`src/hw/ccic_defines.svh`:
```
// constants of the clip, compare, copy and instruction-cache clear block
`ifndef CCIC_DEFINES_SVH
`define CCIC_DEFINES_SVH
// operation codes
`define CCIC_OPC_ADD   8'h0c
`define CCIC_OPC_EQL   8'h25
`define CCIC_OPC_CLIP  8'h4a
`define CCIC_OPC_ICLR  8'hb8
// legal issue slots, bit n stands for slot n+1
`define CCIC_SLOTS_ALU  5'h1f
`define CCIC_SLOTS_CLIP 5'h05
`define CCIC_SLOTS_ICLR 5'h0e
// latencies in cycles
`define CCIC_LAT_ALU   1
`define CCIC_LAT_CLIP  2
// instructions i+1, i+2, i+3 after a clear at i are discarded
`define CCIC_DISCARD_SPAN 3
// reset values
`define CCIC_RST_WORD  32'h0000_0000
`define CCIC_RST_DEST  7'h00
// the zero register index
`define CCIC_ZERO_IDX  7'h00
`endif

```
`src/hw/ccic_pkg.sv`:
```
// types of the clip, compare, copy and instruction-cache clear block
package ccic_pkg;
    // decoded operation class
    typedef enum logic [2:0] {
        CCIC_OP_NONE = 3'b000,
        CCIC_OP_ADD  = 3'b001,
        CCIC_OP_EQL  = 3'b010,
        CCIC_OP_CLIP = 3'b011,
        CCIC_OP_ICLR = 3'b100
    } ccic_op_t;
    // fetch discard sequence after a clear
    typedef enum logic [1:0] {
        CCIC_DS_IDLE  = 2'b00,
        CCIC_DS_FIRST = 2'b01,
        CCIC_DS_SECND = 2'b10,
        CCIC_DS_THIRD = 2'b11
    } ccic_disc_t;
endpackage : ccic_pkg

```
`src/hw/ccic_pipe.sv`:
```
// one pipeline stage: a valid flag with its data word
`timescale 1ns/100ps
module ccic_pipe #(
    parameter int WIDTH = 32
) (
    input  wire logic             SYS_CLK,
    input  wire logic             RSTN,
    input  wire logic             CE,
    input  wire logic             IN_VALID,
    input  wire logic [WIDTH-1:0] IN_DATA,
    output logic                  OUT_VALID,
    output logic      [WIDTH-1:0] OUT_DATA
);
    if (WIDTH < 1) begin : g_bad_width
        $error("ccic_pipe: WIDTH must be at least 1");
    end
    logic             next_valid; // valid seen next cycle
    logic [WIDTH-1:0] next_data;  // data seen next cycle
    // data is held when invalid, which saves toggling downstream
    always_comb begin
        next_valid = OUT_VALID;
        next_data  = OUT_DATA;
        if (CE) begin
            next_valid = IN_VALID;
            if (IN_VALID) begin
                next_data = IN_DATA;
            end
        end
    end
    // register the stage
    always_ff @(posedge SYS_CLK or negedge RSTN) begin
        if (!RSTN) begin
            OUT_VALID <= 1'b0;
            OUT_DATA  <= '0;
        end else begin
            OUT_VALID <= next_valid;
            OUT_DATA  <= next_data;
        end
    end
endmodule : ccic_pipe

```
`src/hw/ccic_top.sv`:
```
// clip, compare-equal, copy/add and instruction-cache clear execution block
`timescale 1ns/100ps
`include "ccic_defines.svh"
module ccic_top import ccic_pkg::*; #(
    parameter int NBLK = 64, // instruction-cache blocks
    parameter int RIDX = 7   // register index width
) (
    input  wire logic                    SYS_CLK,
    input  wire logic                    RSTN,
    input  wire logic                    CE,
    input  wire logic                    ISSUE_VALID,
    input  wire logic [2:0]              ISSUE_SLOT,
    input  wire logic [7:0]              ISSUE_OPCODE,
    input  wire logic [31:0]             GUARD,
    input  wire logic [RIDX-1:0]         SRC1_IDX,
    input  wire logic [31:0]             FIRST_SOURCE,
    input  wire logic [31:0]             SECOND_SOURCE,
    input  wire logic [RIDX-1:0]         DEST_IDX,
    output logic                         ISSUE_ILLEGAL,
    output logic                         ALU_WB_VALID,
    output logic [RIDX-1:0]              ALU_WB_DEST,
    output logic [31:0]                  ALU_WB_DATA,
    output logic                         DSP_WB_VALID,
    output logic [RIDX-1:0]              DSP_WB_DEST,
    output logic [31:0]                  DSP_WB_DATA,
    input  wire logic                    FILL_EN,
    input  wire logic [$clog2(NBLK)-1:0] FILL_IDX,
    input  wire logic                    FILL_LOCK,
    input  wire logic                    TOUCH_EN,
    input  wire logic [$clog2(NBLK)-1:0] TOUCH_IDX,
    output logic [NBLK-1:0]              BLOCK_VALID,
    output logic [NBLK-1:0]              BLOCK_LOCK,
    output logic [NBLK-1:0]              BLOCK_REPL,
    output logic                         ICACHE_INVALIDATE,
    output logic                         PREFETCH_FLUSH,
    output logic                         FETCH_DISCARD
);
    if (NBLK < 2 || RIDX != 7) begin : g_bad_param
        $error("ccic_top: NBLK must be at least 2 and RIDX must be 7");
    end

    ////////////////////////////////////////////////////////////////////////////
    // decode
    ccic_op_t    op;           // decoded class of the issued operation
    logic [4:0]  slot_bit;     // one-hot slot of the issue
    logic        slot_ok;      // slot legal for the decoded class
    logic        guard_true;   // guard bit zero
    logic        take;         // legal issue with a true guard
    logic        alu_take;     // add or compare-equal taken
    logic        clip_take;    // clip taken
    logic        iclr_take;    // clear taken
    logic [31:0] first_source; // first operand after zero-register forcing

    // slot number 1..5 to a mask bit; slots 0, 6, 7 match nothing
    always_comb begin
        slot_bit = 5'h00;
        if (ISSUE_SLOT >= 3'h1 && ISSUE_SLOT <= 3'h5) begin
            slot_bit = 5'h01 << (ISSUE_SLOT - 3'h1);
        end
    end

    // opcode decode; the copy has no code of its own and lands on add
    always_comb begin
        op      = CCIC_OP_NONE;
        slot_ok = 1'b0;
        if (ISSUE_OPCODE == `CCIC_OPC_ADD) begin
            op      = CCIC_OP_ADD;
            slot_ok = |(slot_bit & `CCIC_SLOTS_ALU);
        end else if (ISSUE_OPCODE == `CCIC_OPC_EQL) begin
            op      = CCIC_OP_EQL;
            slot_ok = |(slot_bit & `CCIC_SLOTS_ALU);
        end else if (ISSUE_OPCODE == `CCIC_OPC_CLIP) begin
            op      = CCIC_OP_CLIP;
            slot_ok = |(slot_bit & `CCIC_SLOTS_CLIP);
        end else if (ISSUE_OPCODE == `CCIC_OPC_ICLR) begin
            op      = CCIC_OP_ICLR;
            slot_ok = |(slot_bit & `CCIC_SLOTS_ICLR);
        end
    end

    // an illegal slot is flagged and the operation has no effect at all
    assign ISSUE_ILLEGAL = ISSUE_VALID && op != CCIC_OP_NONE && !slot_ok;
    assign guard_true    = GUARD[0];
    assign take          = ISSUE_VALID && slot_ok && guard_true;
    assign alu_take      = take && (op == CCIC_OP_ADD || op == CCIC_OP_EQL);
    assign clip_take     = take && op == CCIC_OP_CLIP;
    assign iclr_take     = take && op == CCIC_OP_ICLR;
    // the zero register always reads zero, whatever the port carries
    assign first_source  = (SRC1_IDX == `CCIC_ZERO_IDX) ? 32'h0 : FIRST_SOURCE;

    ////////////////////////////////////////////////////////////////////////////
    // single-cycle arithmetic unit: add, copy, compare-equal
    logic            next_alu_valid; // writeback next cycle
    logic [RIDX-1:0] next_alu_dest;  // destination next cycle
    logic [31:0]     next_alu_data;  // result next cycle
    logic [31:0]     sum;            // wrapping sum

    // the carry out is simply dropped: there is no overflow flag
    assign sum = first_source + SECOND_SOURCE;

    // compute the result; a false guard writes nothing
    always_comb begin
        next_alu_valid = ALU_WB_VALID;
        next_alu_dest  = ALU_WB_DEST;
        next_alu_data  = ALU_WB_DATA;
        if (CE) begin
            next_alu_valid = alu_take;
            if (alu_take) begin
                next_alu_dest = DEST_IDX;
                if (op == CCIC_OP_EQL) begin
                    // equality of signed words is bitwise equality
                    next_alu_data = {31'h0, first_source == SECOND_SOURCE};
                end else begin
                    next_alu_data = sum;
                end
            end
        end
    end

    // register the arithmetic writeback
    always_ff @(posedge SYS_CLK or negedge RSTN) begin
        if (!RSTN) begin
            ALU_WB_VALID <= 1'b0;
            ALU_WB_DEST  <= `CCIC_RST_DEST;
            ALU_WB_DATA  <= `CCIC_RST_WORD;
        end else begin
            ALU_WB_VALID <= next_alu_valid;
            ALU_WB_DEST  <= next_alu_dest;
            ALU_WB_DATA  <= next_alu_data;
        end
    end

    ////////////////////////////////////////////////////////////////////////////
    // two-stage clip unit
    logic            st1_valid;   // operands latched
    logic [70:0]     st1_data;    // dest, first, second
    logic [31:0]     st1_first;   // latched first operand
    logic [31:0]     st1_second;  // latched bound
    logic [31:0]     clipped;     // clamped value
    logic [38:0]     st2_data;    // dest, result

    // operands are latched first so the compare chain has a full cycle
    ccic_pipe #(.WIDTH(71)) u_clip_opnd (
        .SYS_CLK   (SYS_CLK),
        .RSTN      (RSTN),
        .CE        (CE),
        .IN_VALID  (clip_take),
        .IN_DATA   ({DEST_IDX, first_source, SECOND_SOURCE}),
        .OUT_VALID (st1_valid),
        .OUT_DATA  (st1_data)
    );
    assign st1_first  = st1_data[63:32];
    assign st1_second = st1_data[31:0];

    // clamp; the lower bound -b-1 is ~b, valid only for a nonnegative b
    always_comb begin
        clipped = st1_first;
        if ($signed(st1_first) > $signed(st1_second)) begin
            clipped = st1_second;
        end else if ($signed(st1_first) < $signed(~st1_second)) begin
            clipped = ~st1_second;
        end
    end

    // second stage holds the result for writeback
    ccic_pipe #(.WIDTH(39)) u_clip_res (
        .SYS_CLK   (SYS_CLK),
        .RSTN      (RSTN),
        .CE        (CE),
        .IN_VALID  (st1_valid),
        .IN_DATA   ({st1_data[70:64], clipped}),
        .OUT_VALID (DSP_WB_VALID),
        .OUT_DATA  (st2_data)
    );
    assign DSP_WB_DEST = st2_data[38:32];
    assign DSP_WB_DATA = st2_data[31:0];

    ////////////////////////////////////////////////////////////////////////////
    // instruction-cache block state
    logic [NBLK-1:0] next_valid; // valid bits next cycle
    logic [NBLK-1:0] next_lock;  // lock bits next cycle
    logic [NBLK-1:0] next_repl;  // replacement bits next cycle

    // a fill in the clear cycle is a pending prefetch and is dropped
    always_comb begin
        next_valid = BLOCK_VALID;
        next_lock  = BLOCK_LOCK;
        next_repl  = BLOCK_REPL;
        if (CE) begin
            if (iclr_take) begin
                // locks are ignored here on purpose
                next_valid = '0;
            end else if (FILL_EN) begin
                next_valid[FILL_IDX] = 1'b1;
                next_lock[FILL_IDX]  = FILL_LOCK;
            end
            // replacement state follows use only, never the clear
            if (TOUCH_EN) begin
                next_repl[TOUCH_IDX] = ~BLOCK_REPL[TOUCH_IDX];
            end
        end
    end

    // register the block state
    always_ff @(posedge SYS_CLK or negedge RSTN) begin
        if (!RSTN) begin
            BLOCK_VALID <= '0;
            BLOCK_LOCK  <= '0;
            BLOCK_REPL  <= '0;
        end else begin
            BLOCK_VALID <= next_valid;
            BLOCK_LOCK  <= next_lock;
            BLOCK_REPL  <= next_repl;
        end
    end

    ////////////////////////////////////////////////////////////////////////////
    // clear side effects: prefetch flush and fetch discard window
    ccic_disc_t disc;            // discard sequence state
    ccic_disc_t next_disc;       // its next value
    logic       next_inv;        // invalidate pulse next cycle
    logic       next_flush;      // flush pulse next cycle
    logic       next_discard;    // discard level next cycle

    // a false guard never enters the sequence, so it costs no cycle
    always_comb begin
        next_disc    = disc;
        next_inv     = ICACHE_INVALIDATE;
        next_flush   = PREFETCH_FLUSH;
        next_discard = FETCH_DISCARD;
        if (CE) begin
            next_inv   = iclr_take;
            next_flush = iclr_take;
            case (disc)
                CCIC_DS_IDLE:  next_disc = CCIC_DS_IDLE;
                CCIC_DS_FIRST: next_disc = CCIC_DS_SECND;
                CCIC_DS_SECND: next_disc = CCIC_DS_THIRD;
                CCIC_DS_THIRD: next_disc = CCIC_DS_IDLE;
                default:       next_disc = CCIC_DS_IDLE;
            endcase
            // a new clear restarts the window
            if (iclr_take) begin
                next_disc = CCIC_DS_FIRST;
            end
            next_discard = next_disc != CCIC_DS_IDLE;
        end
    end

    // register the side-effect outputs
    always_ff @(posedge SYS_CLK or negedge RSTN) begin
        if (!RSTN) begin
            disc              <= CCIC_DS_IDLE;
            ICACHE_INVALIDATE <= 1'b0;
            PREFETCH_FLUSH    <= 1'b0;
            FETCH_DISCARD     <= 1'b0;
        end else begin
            disc              <= next_disc;
            ICACHE_INVALIDATE <= next_inv;
            PREFETCH_FLUSH    <= next_flush;
            FETCH_DISCARD     <= next_discard;
        end
    end

    ////////////////////////////////////////////////////////////////////////////
    // checks
    a_clip_value: assert property (@(posedge SYS_CLK) disable iff (!RSTN)
        (clip_take && CE && !SECOND_SOURCE[31] ##1 CE) |=>
        ($signed(DSP_WB_DATA) <= $signed($past(SECOND_SOURCE, 2)) &&
         $signed(DSP_WB_DATA) >= -$signed($past(SECOND_SOURCE, 2)) - 1)
    ) else $error("clip result outside its range");

    a_clip_latency: assert property (@(posedge SYS_CLK) disable iff (!RSTN)
        (clip_take && CE ##1 CE) |-> (st1_valid && st1_data[70:64] == $past(DEST_IDX)) ##1
        (DSP_WB_VALID && DSP_WB_DEST == $past(DEST_IDX, 2))
    ) else $error("clip writeback not two cycles after issue");

    a_guard_false: assert property (@(posedge SYS_CLK) disable iff (!RSTN)
        (ISSUE_VALID && !GUARD[0] && CE ##1 CE) |-> !ALU_WB_VALID ##1 !DSP_WB_VALID
    ) else $error("write with a false guard");

    a_clear_all: assert property (@(posedge SYS_CLK) disable iff (!RSTN)
        (iclr_take && CE) |=> BLOCK_VALID == '0 && ICACHE_INVALIDATE
    ) else $error("valid bits left after clear");

    a_clear_locked: assert property (@(posedge SYS_CLK) disable iff (!RSTN)
        (iclr_take && CE && |BLOCK_LOCK) |=> (BLOCK_LOCK & BLOCK_VALID) == '0
    ) else $error("locked block kept valid");

    a_repl_kept: assert property (@(posedge SYS_CLK) disable iff (!RSTN)
        (iclr_take && CE && !TOUCH_EN) |=> $stable(BLOCK_REPL)
    ) else $error("clear changed replacement state");

    a_prefetch_drop: assert property (@(posedge SYS_CLK) disable iff (!RSTN)
        (iclr_take && CE && FILL_EN) |=> PREFETCH_FLUSH && !BLOCK_VALID[$past(FILL_IDX)]
    ) else $error("prefetch survived a clear");

    a_discard_span: assert property (@(posedge SYS_CLK) disable iff (!RSTN)
        (iclr_take && CE ##1 (CE && !iclr_take) [*3]) |->
        $past(FETCH_DISCARD, 2) && $past(FETCH_DISCARD) && FETCH_DISCARD ##1 !FETCH_DISCARD
    ) else $error("discard window not three instructions");

    a_clear_slot: assert property (@(posedge SYS_CLK) disable iff (!RSTN)
        (ISSUE_VALID && ISSUE_OPCODE == `CCIC_OPC_ICLR && CE &&
         (ISSUE_SLOT < 3'h2 || ISSUE_SLOT > 3'h4)) |-> ISSUE_ILLEGAL ##1 !PREFETCH_FLUSH
    ) else $error("clear accepted in a bad slot");

    a_clear_guard: assert property (@(posedge SYS_CLK) disable iff (!RSTN)
        (ISSUE_VALID && ISSUE_OPCODE == `CCIC_OPC_ICLR && !GUARD[0] && !FILL_EN &&
         CE && disc == CCIC_DS_IDLE) |=> $stable(BLOCK_VALID) && !FETCH_DISCARD
    ) else $error("false-guarded clear had an effect");

    a_copy_value: assert property (@(posedge SYS_CLK) disable iff (!RSTN)
        (alu_take && op == CCIC_OP_ADD && SRC1_IDX == `CCIC_ZERO_IDX && CE) |=>
        ALU_WB_VALID && ALU_WB_DATA == $past(SECOND_SOURCE)
    ) else $error("copy did not pass the source");

    a_eql_value: assert property (@(posedge SYS_CLK) disable iff (!RSTN)
        (alu_take && op == CCIC_OP_EQL && CE) |=>
        ALU_WB_DATA == (($past(first_source) == $past(SECOND_SOURCE)) ? 32'h1 : 32'h0)
    ) else $error("compare-equal wrong");

    a_add_wrap: assert property (@(posedge SYS_CLK) disable iff (!RSTN)
        (alu_take && op == CCIC_OP_ADD && CE) |=>
        ALU_WB_DATA == 32'($past(first_source) + $past(SECOND_SOURCE))
    ) else $error("add not a wrapping sum");
endmodule : ccic_top

```
`config.mk`:
```
export PLATFORM = sky130hd
export DESIGN_NAME = ccic_top
export DESIGN_NICKNAME = d
export VERILOG_FILES = /design/src/hw/ccic_pkg.sv /design/src/hw/ccic_pipe.sv /design/src/hw/ccic_top.sv
export VERILOG_INCLUDE_DIRS = /design/src /design/src/hw
export SDC_FILE = /design/constraint.sdc
export NUM_CORES = 1
export LEC_CHECK = 0
export ABC_AREA = 1
export BUFFER_PORTS_ARGS = -buffer_cell sky130_fd_sc_hd__buf_2
export CORE_ASPECT_RATIO = 0.7
export CORE_MARGIN = 10
export CORE_UTILIZATION = 60
export DETAILED_ROUTE_END_ITERATION = 7
export PLACE_DENSITY_LB_ADDON = 0.2
export SLEW_MARGIN = 30
export SYNTH_ARGS = -nofsm -noshare
export SYNTH_HDL_FRONTEND = slang
export SYNTH_SLANG_ARGS = --single-unit
```
`constraint.sdc`:
```
create_clock -name SYS_CLK -period 3.3 [get_ports SYS_CLK]
set_input_delay 0.33 -clock SYS_CLK [delete_from_list [all_inputs] [get_ports SYS_CLK]]
set_output_delay 0.33 -clock SYS_CLK [all_outputs]
set_load 0.02 [all_outputs]
```
==> results of run 1 <==
## registers in the layout (all words and copies together) (netlist names)
| name | cells |
|---|---|
| u_clip_opnd.OUT_VALID | 1 |
| BLOCK_REPL | 64 |
| u_clip_res.OUT_VALID | 1 |
| ALU_WB_VALID | 1 |
| u_clip_opnd.OUT_DATA | 71 |
| ALU_WB_DEST | 7 |
| ALU_WB_DATA | 32 |
| FETCH_DISCARD | 1 |
| BLOCK_LOCK | 64 |
| PREFETCH_FLUSH | 1 |
| u_clip_res.OUT_DATA | 39 |
| BLOCK_VALID | 64 |
| disc | 2 |
## power groups by stage
stage	clock network, mW	registers [mW]	logic, mW
2_1_floorplan	0	5.29	0.895
3_3_place_gp	0	4.94	2.16
3_5_place_dp	0	4.95	2.21
4_1_cts	4.30	4.89	2.23
5_1_grt	4.49	4.94	2.44
6_report	4.29	4.91	2.24
## cells in the final DEF, fill, tap and decap left out, types with 5 or more instances in the layout
master                      Yosys  layout
sky130_fd_sc_hd__a21oi_1       71      71
sky130_fd_sc_hd__o22ai_1       12      12
sky130_fd_sc_hd__nor2_1       248     248
sky130_fd_sc_hd__nand3_1      105     105
sky130_fd_sc_hd__inv_2          6       6
sky130_fd_sc_hd__nor3_1        65      65
sky130_fd_sc_hd__dfrtp_1      348     348
sky130_fd_sc_hd__o21ai_1       90      90
sky130_fd_sc_hd__xor2_1        11      11
sky130_fd_sc_hd__nor2_2        52      52
sky130_fd_sc_hd__clkbuf_8       0       9
sky130_fd_sc_hd__buf_2         34     383
sky130_fd_sc_hd__nor4_1        11      11
sky130_fd_sc_hd__nand4_1       47      47
sky130_fd_sc_hd__buf_12         0       9
sky130_fd_sc_hd__o21bai_1       8       8
sky130_fd_sc_hd__o21ai_0      247     247
sky130_fd_sc_hd__clkbuf_16      0      38
sky130_fd_sc_hd__buf_4         10      35
sky130_fd_sc_hd__a21o_1         5       5
sky130_fd_sc_hd__ha_1          96      96
sky130_fd_sc_hd__o21a_1         5       5
sky130_fd_sc_hd__inv_1        291     291
sky130_fd_sc_hd__nand2_1      914     914
sky130_fd_sc_hd__xnor2_1       10      10
sky130_fd_sc_hd__diode_2        0       7
## final cells by class
| type | count | share of cell area (%) |
|---|---|---|
| Sequential cell | 348 | 36.38 |
| Multi-Input combinational cell | 2039 | 41.40 |
| Inverter | 302 | 4.746 |
| Clock buffer | 51 | 4.553 |
| Clock inverter | 13 | 0.6064 |
| Timing Repair Buffer | 429 | 9.963 |
| Antenna cell | 7 | 0.07318 |
| Tap cell | 435 | 2.274 |
## final timing paths
path / start / to / slack [ns] / cells past startpoint
setup / recovery: u_clip_opnd.OUT_DATA[31]$_DFFE_PN0P_ / u_clip_res.OUT_DATA[17]$_DFFE_PN0P_ / 0.55 / 14
hold / removal: SECOND_SOURCE[22] / u_clip_opnd.OUT_DATA[22]$_DFFE_PN0P_ / 0.03 / 3
setup reg to reg: u_clip_opnd.OUT_DATA[31]$_DFFE_PN0P_ / u_clip_res.OUT_DATA[17]$_DFFE_PN0P_ / 0.55 / 14
hold reg to reg: u_clip_res.OUT_DATA[21]$_DFFE_PN0P_ / u_clip_res.OUT_DATA[21]$_DFFE_PN0P_ / 0.47 / 2
max in group asynchronous: RSTN / BLOCK_VALID[60]$_DFFE_PN0P_ / 1.90 / 3
min in group asynchronous: RSTN / u_clip_res.OUT_DATA[10]$_DFFE_PN0P_ / 0.36 / 2
## per-stage QoR
step / worst slack [ns] / cell area (um^2)
6_report: 0.5462 / 23940
2_1_floorplan: 0.4958 / 20450
3_3_place_gp: 0.2420 / 22670
4_1_cts: 0.6276 / 23920
5_1_grt: 0.2917 / 23940
3_5_place_dp: 0.2034 / 22670
## kinds of logic (layout without fill, tap and decap cells)
kind of cell / count (synthesis) / after routing
fa+ha+maj: 97 / 97
xor+xnor: 21 / 21
flops: 348 / 348
buf+inv: 428 / 795
compound gates: 459 / 459
simple gates: 1462 / 1462
other cells: 0 / 7
## layer usage
layer,GRT usage (%),vias to the layer above,routed length [um]
met5,0,-,0
met4,12.04,0,2410
met3,7.774,155,7479
met2,48.69,1092,30620
met1,46.25,9900,29890
li1,-,9695,-
## worst min-delay path, stage by stage
cell and delay, ns:
sky130_fd_sc_hd__buf_2 0.10, sky130_fd_sc_hd__nand2_1 0.05, sky130_fd_sc_hd__o21ai_1 0.06
## cells in the mapped netlist, drive strengths merged
cell	instances	area share, %
clkbuf	61	1.1
a21oi	71	1.7
or2	1	0.031
o21ai	340	8.4
nor3	67	1.7
xor2	11	0.47
buf	65	2.3
nand2	919	17
a31oi	1	0.031
o22ai	12	0.37
ha	96	5.9
o221ai	2	0.086
nor4	11	0.34
o21a	5	0.18
nand3	108	2.8
o2111ai	2	0.086
nand4	48	1.5
inv	298	5.5
clkinv	4	0.073
nor2	301	6.2
o211ai	4	0.15
a21o	5	0.18
xnor2	10	0.43
a211oi	1	0.037
nor2b	1	0.031
o21bai	8	0.29
a21boi	4	0.15
and3	2	0.061
fa	1	0.098
dfrtp	348	43
o31ai	4	0.15
and2	1	0.031
nor3b	1	0.037
nand3b	2	0.073
==> run summary, run 1 <==
The run finished with clean final reports. TritonCTS built the clock tree. Across all hold checks on the routed design, the worst slack comes to 0.03033 ns.

In this run the power density over the cells is 477.8 nW/um^2. The number of routed nets with antenna violations was 0; the area added between synthesis and finish was 17.04%. The total number of placement rows is 56. The number of buffers added to fix hold violations after cts was 1; the minimum period implied by the final worst setup slack was 2.754 ns. The Yosys step of the flow raised 0 warnings.

The die width came out at 240.7 um. Once layout is complete, the cells apart from fillers number 3624. The portion of total power attributed to combinational logic is 19.6%.

The relative contribution of sequential cells to total power was 42.9%; the number of cells after detailed placement was 3552. Flop and latch count out of synthesis: 348. The detailed-route DRC error count came out at 0.

Half-perimeter wire length of the detailed placement result: 52170 um. Yosys mapped the design onto 49 distinct sky130hd cell types. The all-layer global routing usage was 32.97%.

The combined buffer and inverter count along the critical path was 2; the clock skew after layout was 0.02335 ns. The share of the clock period used by the worst path is 83.45%, and the total clock buffers created by CTS is 36. The worst IR drop on VDD is 307.3 uV.

Max-cap violations in this run came to 0. Net switching is 32.04% of the power. The run gives 0 as the count of buffers added by post-CTS timing repair for setup.

For this design, the sink count on the clock tree is 348. The total grt overflow was 0. STA puts the critical path data required time at 3.73 ns. Input and output buffers added on the ports amount to 384.

Cells fill 71.32% of the core in the end. For this run, the top clock speed supported by timing is 0.3631 GHz. Clock-pin slew was measured on the worst setup and hold paths at 0.07 ns. Cell internal power was estimated by the tool at 7.772 mW.

The slowest cell on the critical path is sky130_fd_sc_hd__dfrtp_1. In this run the cell area of the synthesized design comes to 20450 um^2. The chip height works out to 174.5 um. Among the stages of the critical path, the cell type that occurs most often is sky130_fd_sc_hd__nand2_1. The run gives 0 ns as the final sum of negative setup slack.

Headroom to the max-slew limit came out at 37.36%. The sort of element at the end of the critical path was a register. The largest buffer count on any clock path is 3, and the post-synthesis simple-gate area fraction is 29.76%. Wire length of the first global-routing pass: 110800 um. The multi-input combinational cells in the finished layout cover a total of 9910 um^2. The filler cells instantiated in the layout total 2782. The routed layout has 20842 vias. Entering global routing, the biggest net connects 100 pins. For the H-tree depth reported by CTS, the log shows 2. The clock power share was 37.5%; the measured slew at the worst slew-check pin was 0.9396 ns. The floorplan step defined a die boundary enclosing 41990 um^2. The worst setup path is launched from a register.

Setup repair after global routing left no endpoint under its margin. Dividing the detail-routed via count by the number of cells gives 5.751. The fraction of the mapped netlist area in compound gates works out to 11.82%. The total nets after synthesis is 3052. The combinational family with the most area after synthesis was simple AND/OR/NAND/NOR gates. The final number of setup-violating endpoints is 0. The core region is 33560 um^2. The routed design has 70400 um of wire. For this design the static power due to leakage is 12.99 nW. Traced cell by cell, the critical path runs through inv_1, ha_1, nand2_1, nor3_2, nand2_1, nor2_1, nand2_1, nand2_1, nand2_1, nand3_1, buf_4, nand3_1, nand2_1, nand2_1. The switching power was 3.663 mW; the share of cells above drive strength 1 was 17.66%. After Yosys synthesis, XOR and XNOR cells account for 0.8994% of the synthesized area. The min-delay analysis places its worst path in the category in2reg.

The routability-driven placement congestion ratio was 1.018; the number of nets in the finished design was 3393. The adder and majority cell fraction of the synthesized area is 5.971%, and the via count of the first global-routing pass is 19938. The footprint of the flip-flops and latches was 8708 um^2. Synthesis produced 2815 cells.

In the synthesized netlist, mux cells make up 0% of the area. The run gives 42.58% as the proportion of synthesized chip area in sequential cells. The total I/O pin count is 416. The clock root buffer master was sky130_fd_sc_hd__clkbuf_16.

The total count of max-transition violations in the final report is 0, and the number of iterations in the first detailed-routing pass is 6. Once the clock tree was built, the resizer swapped 0 gates to a different size. The number of antenna violations at the first check in global routing is 6. The critical path start-end classification is reg2reg. The final hold violation count came out at 0. Grouping stages by cell kind, the critical path spends the most delay in simple AND/OR/NAND/NOR gates. Once the floorplan was initialized, standard cells occupied 60.93% of the core. The total power of the final layout is 11.44 mW, and the number of DRC markers after the initial detailed-route iteration is 2420. After detailed routing, the average wire length per cell comes to 19.43 um. For the worst setup path, the data arrival time is 3.18 ns. Worst-path maximum fanout: 28.

The synthesized area per cell was 7.265 um^2. The later-pin clock latency in the skew report came out at 0.55 ns. The largest stage delay on the critical path is 0.44 ns.
No activity file was read; power rests on OpenSTA's default activity.
==> run 2, diff against run 1 <==
--- a/config.mk
+++ b/config.mk
@@ -10,7 +10,7 @@
 export BUFFER_PORTS_ARGS = -buffer_cell sky130_fd_sc_hd__buf_2
 export CORE_ASPECT_RATIO = 0.7
 export CORE_MARGIN = 10
-export CORE_UTILIZATION = 60
+export CORE_UTILIZATION = 56
 export DETAILED_ROUTE_END_ITERATION = 7
 export PLACE_DENSITY_LB_ADDON = 0.2
 export SLEW_MARGIN = 30
==> constraint.sdc (replaced) <==
create_clock -name SYS_CLK -period 2.7 [get_ports SYS_CLK]
set_input_delay 0.27 -clock SYS_CLK [delete_from_list [all_inputs] [get_ports SYS_CLK]]
set_output_delay 0.27 -clock SYS_CLK [all_outputs]
set_load 0.02 [all_outputs]
==> run 2 against run 1 <==
Against the previous run:
- sequential power up 22%
- power up 25%
- non-clock buffer count up 143
- sequential share of layout area down 1.9 points
- maximum frequency up 11%
- register-to-register slack worse by 0.32 ns
- worst hold slack better by 0.0040 ns
- die area up 6.4%
- design area up 5.4%
- critical endpoint is now u_clip_res.OUT_DATA[27]$_DFFE_PN0P_
- largest power group unchanged
==> run summary, run 2 (synthesis results as in run 1) <==
The number of antenna violations at the first check in global routing came out at 4. The smallest clock period supported by the final layout is computed as 2.477 ns. Measured against its own limit, the worst slew margin works out to 40.70%. Via count normalized by instance count: 5.568. VDD sags by at most 552.3 uV. For the final sum of negative setup slack, the log shows 0 ns. Of the available clock period, the critical path in the final layout requires 91.73%. The post-route netlist has 20.54% of its cells at a drive strength greater than 1. CTS saw 348 sinks. Setup slack on the critical path of the routed design comes to 0.2233 ns. At the pin with the least slew margin, the transition time is 0.8882 ns. The logs give 2.92 ns for the data arrival time of the critical path and 416 for the total I/O pin count. The critical path start-end classification is reg2reg. Max-cap violations in this run came to 0. The routability-driven placement congestion ratio was 0.9927. The detailed-route DRC error count came out at 0. Buffers inserted during clock tree synthesis total 37. The number of DRC markers after the initial detailed-route iteration came out at 2360. The top cell types in the final layout, fill and taps aside, are 914 x sky130_fd_sc_hd__nand2_1, 383 x sky130_fd_sc_hd__buf_2, 348 x sky130_fd_sc_hd__dfrtp_1.

Dividing the detail-routed wire length by the instance count gives 18.86 um. The floorplan step defined a die boundary enclosing 44690 um^2. Entering global routing, the biggest net connects 96 pins. The highest metal layer carrying signal wires in the routed design is met4. The largest buffer count on any clock path was 3. Sort of element at the end of the critical path: a register. For the total number of placement rows, the log shows 58.

The register with the most flip-flops in the layout has 71 of them. The die is 248.4 um wide. Clock-pin slew was measured on the worst setup and hold paths at 0.06 ns. In this run the worst hold path is classified as in2reg. Summed over all layers, the global routing overflow is 0. The half-perimeter wire length of the detailed placement result was 53890 um. By instance count, the cell type seen most on the critical path is sky130_fd_sc_hd__nand2_1. The run gives 3000 as the final-layout fill cell count. The register with the most flip-flops in the final layout is u_clip_opnd.OUT_DATA. In the final routing, the length of wire on met1 measures 30550 um. Setup repair after global routing could not meet its margin everywhere. The later-pin clock latency in the skew report came out at 0.55 ns.

The clock tree synthesis step divided the H-tree into 2 levels. Data on the critical path is required at its endpoint by 3.14 ns. For this run, the post-layout net count is 3537. The most common cell after layout, fill and taps aside is sky130_fd_sc_hd__nand2_1. Buffers placed on the I/O ports in this run total 384. The via count of the first global-routing pass was 20493; the final number of setup-violating endpoints was 0. The wire length on met3 is 7972 um, and the combined buffer and inverter count along the critical path is 3. Power spread over the standard cell area amounts to 566.5 nW/um^2. The final hold violation count is 0.

Gate family responsible for the most delay along the worst path: simple AND/OR/NAND/NOR gates. TritonCTS built the clock tree. STA classifies the critical path startpoint as a register. Counting tap cells, the placed design contains a total of 3716 instances. The post-layout utilization of the core was 70.07%.

The first detailed-routing pass took 7 iterations. The detailed router placed 21207 vias in this run. Summed over all cells, the static leakage comes to 13.69 nW. Across the routed clock network, the largest skew measured is 0.02825 ns. Met2 layer wire length in the routed design: 30860 um. For this run, the top clock speed supported by timing is 0.4038 GHz. The flow ran to the end, and the final reports show no timing, DRC or antenna violations.

The slowest cell on the critical path is sky130_fd_sc_hd__dfrtp_1. From synthesis to final layout, the design area changed by 23.33%. Total count of max-transition violations in the final report: 0.

Along the worst path, the maximum fanout reaches 23. Once the floorplan was initialized, standard cells occupied 56.82% of the core. For this run, the total global-route usage over all layers was measured as 30.92%. The aggregate routed wire length came out at 71830 um.

The tools report the number of routed nets with antenna violations as 0. After the flow finishes, the layout carries non-filler instances totaling 3809. Measured along the y axis, the die boundary spans 179.9 um. The critical path goes through inv_1, ha_1, inv_1, a21oi_1, nor2_1, nor2_1, nand2_1, a21oi_1, nand2_1, nand2_1, nand2_1, buf_6, nand2_1, nand3_1, nand2_1, nand2_1.

The area of the placeable core was 35990 um^2; the wire length of the first global-routing pass was 113200 um. The clock root buffer master was sky130_fd_sc_hd__clkbuf_16. Prior to clock tree synthesis, the placed netlist has a worst setup slack of -0.1629 ns. Largest stage delay on the critical path: 0.36 ns.
## run 2: cell count changes in the layout (fill, tap and decap cells not counted), sizes merged
cell and delta:
diode -3, clkinv +3, clkbuf -5, bufinv +2, dlygate4sd3 +24, buf +119
## run 2: what timing repair did
item,4_1_cts,5_1_grt
hold buffers,25,0
setup buffers,0,0
setup endpoints to repair,0,10
resized for setup,0,3
hold endpoints to repair,67,0
## run 2: area by class of cell
class | instances | area [um^2] | share of cell area, %
clock inverters | 18 | 231.5 | 0.9177
clock buffers | 46 | 1021 | 4.048
multi-input cells | 2039 | 9917 | 39.32
well taps | 480 | 600.6 | 2.381
flip-flops and latches | 348 | 8708 | 34.53
inverters | 302 | 1136 | 4.504
repair buffers | 572 | 3597 | 14.26
diodes | 4 | 10.01 | 0.03969
## run 2: path summary, 6_finish.rpt
kind	endpoint	from	slack (ns)	depth (start not counted)
worst max-delay path	u_clip_res.OUT_DATA[27]$_DFFE_PN0P_	u_clip_opnd.OUT_DATA[21]$_DFFE_PN0P_	0.22	16
worst min-delay path	u_clip_opnd.OUT_DATA[15]$_DFFE_PN0P_	SECOND_SOURCE[15]	0.03	3
worst max register to register	u_clip_res.OUT_DATA[27]$_DFFE_PN0P_	u_clip_opnd.OUT_DATA[21]$_DFFE_PN0P_	0.22	16
worst min register to register	u_clip_res.OUT_DATA[12]$_DFFE_PN0P_	u_clip_res.OUT_DATA[12]$_DFFE_PN0P_	0.47	2
max in group asynchronous	BLOCK_LOCK[33]$_DFFE_PN0P_	RSTN	1.65	3
min in group asynchronous	u_clip_res.OUT_DATA[11]$_DFFE_PN0P_	RSTN	0.21	2
## run 2: metrics by stage
| stage | power [mW] | area, um^2 | hold WS [ns] |
|---|---|---|---|
| global placement | 8.891 | 23700 | 0.1927 |
| CTS | 14.31 | 25200 | 0.006372 |
| global route | 14.84 | 25220 | 0.03126 |
| finish | 14.29 | 25220 | 0.03437 |
| floorplan | 7.560 | 20450 | -0.02559 |
| detailed placement | 8.974 | 23700 | 0.1943 |
## run 2: layer usage
metal	up-vias	global-route usage, %
met5	-	0
li1	9965	-
met1	9918	43.02
met4	0	10.95
met3	162	7.213
met2	1162	46.33
## run 2: report_power, final
| part | internal, mW | switching [mW] |
|---|---|---|
| Combinational | 1.04 | 1.95 |
| Sequential | 5.63 | 0.353 |
| Clock | 3.09 | 2.22 |
## run 2: worst register-to-register path, cell delays in order, from the launching register on
cell	delay [ns]
sky130_fd_sc_hd__dfrtp_1	0.36
sky130_fd_sc_hd__inv_1	0.13
sky130_fd_sc_hd__ha_1	0.37
sky130_fd_sc_hd__inv_1	0.05
sky130_fd_sc_hd__a21oi_1	0.12
sky130_fd_sc_hd__nor2_1	0.06
sky130_fd_sc_hd__nor2_1	0.14
sky130_fd_sc_hd__nand2_1	0.08
sky130_fd_sc_hd__a21oi_1	0.18
sky130_fd_sc_hd__nand2_1	0.12
sky130_fd_sc_hd__nand2_1	0.13
sky130_fd_sc_hd__nand2_1	0.10
sky130_fd_sc_hd__buf_6	0.18
sky130_fd_sc_hd__nand2_1	0.09
sky130_fd_sc_hd__nand3_1	0.10
sky130_fd_sc_hd__nand2_1	0.09
sky130_fd_sc_hd__nand2_1	0.06
==> run 3, diff against run 2 <==
--- a/config.mk
+++ b/config.mk
@@ -13,6 +13,7 @@
 export CORE_UTILIZATION = 56
 export DETAILED_ROUTE_END_ITERATION = 7
 export PLACE_DENSITY_LB_ADDON = 0.2
+export SETUP_SLACK_MARGIN = 0.5
 export SLEW_MARGIN = 30
 export SYNTH_ARGS = -nofsm -noshare
 export SYNTH_HDL_FRONTEND = slang
==> run 3 against run 2 <==
Against the previous run:
- global-route usage rose by 0.60 points
- sequential share of layout area shrank 2.0 points
- critical path depth down 4
- via count up 2.4%
- count of clock-buffer cells in the layout up 3
- routed wire length increased by 5.8%
- register-to-register slack better by 0.06 ns
- clock power grew 2%
- die area did not move
==> run summary, run 3 (synthesis results as in run 1) <==
The via count normalized by instance count was 5.682. The area of the placeable core is 35990 um^2, and the total grt overflow is 0. In the layout the commonest cells are 863 x sky130_fd_sc_hd__nand2_1, 383 x sky130_fd_sc_hd__buf_2, 330 x sky130_fd_sc_hd__dfrtp_1. Routability-driven placement congestion ratio: 0.9892. The total count of max-transition violations in the final report was 0. The later-pin clock latency in the skew report came out at 0.55 ns.

For the number of iterations in the first detailed-routing pass, the log shows 8. TritonCTS created 36 clock buffers. The first routing iteration left 2619 violations. The first global-routing pass estimated 114900 um of wire. The run gives 41.0% as the relative contribution of sequential cells to total power. Leaving out fill and tap cells, the most frequent cell in the layout is sky130_fd_sc_hd__nand2_1. At the pin with the least slew margin, the transition time is 0.8527 ns.

Once detail routing completed, the nets flagged for antenna violations numbered 0. The post-route cell area is 26870 um^2, and the share of cells above drive strength 1 is 28.65%. The H-tree depth reported by CTS is 2. The largest net degree at the start of global routing was 96; the portion of total power attributed to combinational logic was 21.5%. For the final number of setup-violating endpoints, the log shows 0.

Half-perimeter wire length of the detailed placement result: 52950 um. In this run the vertical extent of the chip is 179.9 um. The all-layer global routing usage came out at 31.51%.

For the number of nets in the finished design, the log shows 3547. In this run the worst setup path begins at u_clip_opnd.OUT_DATA[47]$_DFFE_PN0P_. The die covers 44690 um^2. For the worst setup path, the data arrival time is 2.90 ns. Worst reg-to-reg path cell count: 12. The reported leakage power is 13.91 nW.

The highest achievable clock rate was 0.4144 GHz; the count of input and output buffers was 384. The average routed wire per standard cell is 19.89 um. Max-cap violations in this run came to 0. In this run the worst path has a maximum fanout of 31. The floorplan step set the die width to 248.4 um. TritonCTS built the clock tree. The tools report the aggregate routed wire length as 76010 um. The min-delay analysis places its worst path in the category in2reg. No sink is reached through more buffers than the 3 on the longest clock path. The capturing point of the worst reg2reg path was u_clip_res.OUT_DATA[17]$_DFFE_PN0P_. STA classifies the critical path endpoint as a register. The flow ran to the end, and the final reports show no timing, DRC or antenna violations. STA classifies the critical path startpoint as a register.

The area added between synthesis and finish came out at 31.40%. The clock skew after layout was 0.03374 ns; the number of flip-flops in the largest register was 71. The power per standard cell area works out to 541.3 nW/um^2. The register ranked first by flip-flop count is u_clip_opnd.OUT_DATA. The minimum period implied by the final worst setup slack was 2.413 ns; the detailed-route DRC error count was 0. The internal reg-to-reg setup slack is 0.29 ns, and the via count of the first global-routing pass is 20705. The logs give 56.82% for the initial cell density of the core and 507.2 uV for the worst IR drop on VDD. The share of the clock period used by the worst path works out to 89.38%.

Cell internal power was estimated by the tool at 9.934 mW. The clock power share is 37.5%. The most critical setup path has its endpoint at u_clip_res.OUT_DATA[17]$_DFFE_PN0P_. The worst flop-to-flop path startpoint was u_clip_opnd.OUT_DATA[47]$_DFFE_PN0P_. The worst setup path is of the reg2reg kind.

The final hold violation count is 0, and the switching power is 4.614 mW. In this run the tightest slew margin relative to its limit is 43.07%. Setup repair after global routing could not meet its margin everywhere.

The placed instances occupy a cell area of 23490 um^2. Counting the fill cells in the layout gives 2737. The total number of placement rows came out at 58.

Counting every sink on the clock net gives 348. The final-layout worst hold slack was 0.01207 ns; the total I/O pin count was 416. Clock tree synthesis selected as its root buffer the cell sky130_fd_sc_hd__clkbuf_16. STA puts the critical path data required time at 3.18 ns. Number of antenna violations at the first check in global routing: 5. Via total after detailed routing: 21718.

Clock-pin slew was measured on the worst setup and hold paths at 0.07 ns. Net switching is 31.72% of the power.
==> run 3: metal layers <==
layer	part of all wire [%]	vias to the layer above	GRT usage [%]
met5	0	-	0
met4	4.3	0	11.95
met3	11	233	7.989
met2	44	1290	47.64
met1	41	10198	42.80
li1	-	9997	-
==> run 3: final cells by class <==
| cell class | instances | area (um^2) | area share, % |
|---|---|---|---|
| flip-flops and latches | 348 | 8731 | 32.49 |
| clock buffers | 49 | 1082 | 4.027 |
| diodes | 5 | 12.51 | 0.04656 |
| inverters | 302 | 1139 | 4.237 |
| clock inverters | 16 | 212.7 | 0.7915 |
| multi-input cells | 2039 | 11190 | 41.66 |
| repair buffers | 583 | 3901 | 14.52 |
| well taps | 480 | 600.6 | 2.235 |
==> run 3: worst min path at each step <==
| stage | from | end | slack [ns] | cells after the start |
|---|---|---|---|---|
| 2_1_floorplan | RSTN | ALU_WB_DATA[0]$_DFFE_PN0P_ | -0.03 | 0 |
| 3_3_place_gp | RSTN | u_clip_res.OUT_DATA[10]$_DFFE_PN0P_ | 0.31 | 1 |
| 3_5_place_dp | RSTN | u_clip_res.OUT_DATA[10]$_DFFE_PN0P_ | 0.31 | 1 |
| 4_1_cts | DEST_IDX[6] | u_clip_opnd.OUT_DATA[70]$_DFFE_PN0P_ | 0.0006 | 3 |
| 5_1_grt | DEST_IDX[6] | u_clip_opnd.OUT_DATA[70]$_DFFE_PN0P_ | 0.01 | 3 |
| 6_report | DEST_IDX[4] | ALU_WB_DEST[4]$_DFFE_PN0P_ | 0.01 | 3 |
==> run 3: repair_timing <==
item | in CTS | in global routing
hold buffers | 20 | 0
endpoints found under the hold margin | 88 | 0
setup endpoints to repair | 32 | 56
gates resized for setup | 121 | 210
cloned | 5 | 3
pin swaps | 48 | 96
buffers inserted | 29 | 21
==> run 3: critical path, cell delays in order (launching register included) <==
cell and delay [ns]:
sky130_fd_sc_hd__dfrtp_2 0.46, sky130_fd_sc_hd__ha_4 0.31, sky130_fd_sc_hd__nand2_4 0.06, sky130_fd_sc_hd__nor3_4 0.24, sky130_fd_sc_hd__nor2b_4 0.21, sky130_fd_sc_hd__buf_4 0.11
sky130_fd_sc_hd__nand4_1 0.17, sky130_fd_sc_hd__buf_4 0.32, sky130_fd_sc_hd__nand4_1 0.14, sky130_fd_sc_hd__nand2_1 0.09, sky130_fd_sc_hd__inv_1 0.11, sky130_fd_sc_hd__nand2_2 0.07
sky130_fd_sc_hd__nand2_1 0.05
==> run 3: power by group through the flow <==
stage | Sequential [mW] | Clock, mW | Combinational (mW)
floorplan | 6.47 | 0 | 1.12
global placement | 6.02 | 0 | 2.83
detailed placement | 6.04 | 0 | 2.89
CTS | 5.96 | 5.50 | 2.94
global route | 6.01 | 5.71 | 3.37
finish | 5.97 | 5.45 | 3.13
==> run 3: metrics by stage <==
step / TNS (ns) / instances / utilization (%) / worst slack (ns) / total power, mW
floorplan: 0 / 2815 / - / 0.3098 / 7.585
global placement: -0.01988 / 3674 / 65.26 / -0.01355 / 8.855
detailed placement: -0.05692 / 3674 / 65.26 / -0.02614 / 8.929
CTS: 0 / 3793 / 71.66 / 0.4706 / 14.39
global route: 0 / 3822 / 74.66 / 0.2157 / 15.09
finish: 0 / 3822 / 74.66 / 0.2868 / 14.55
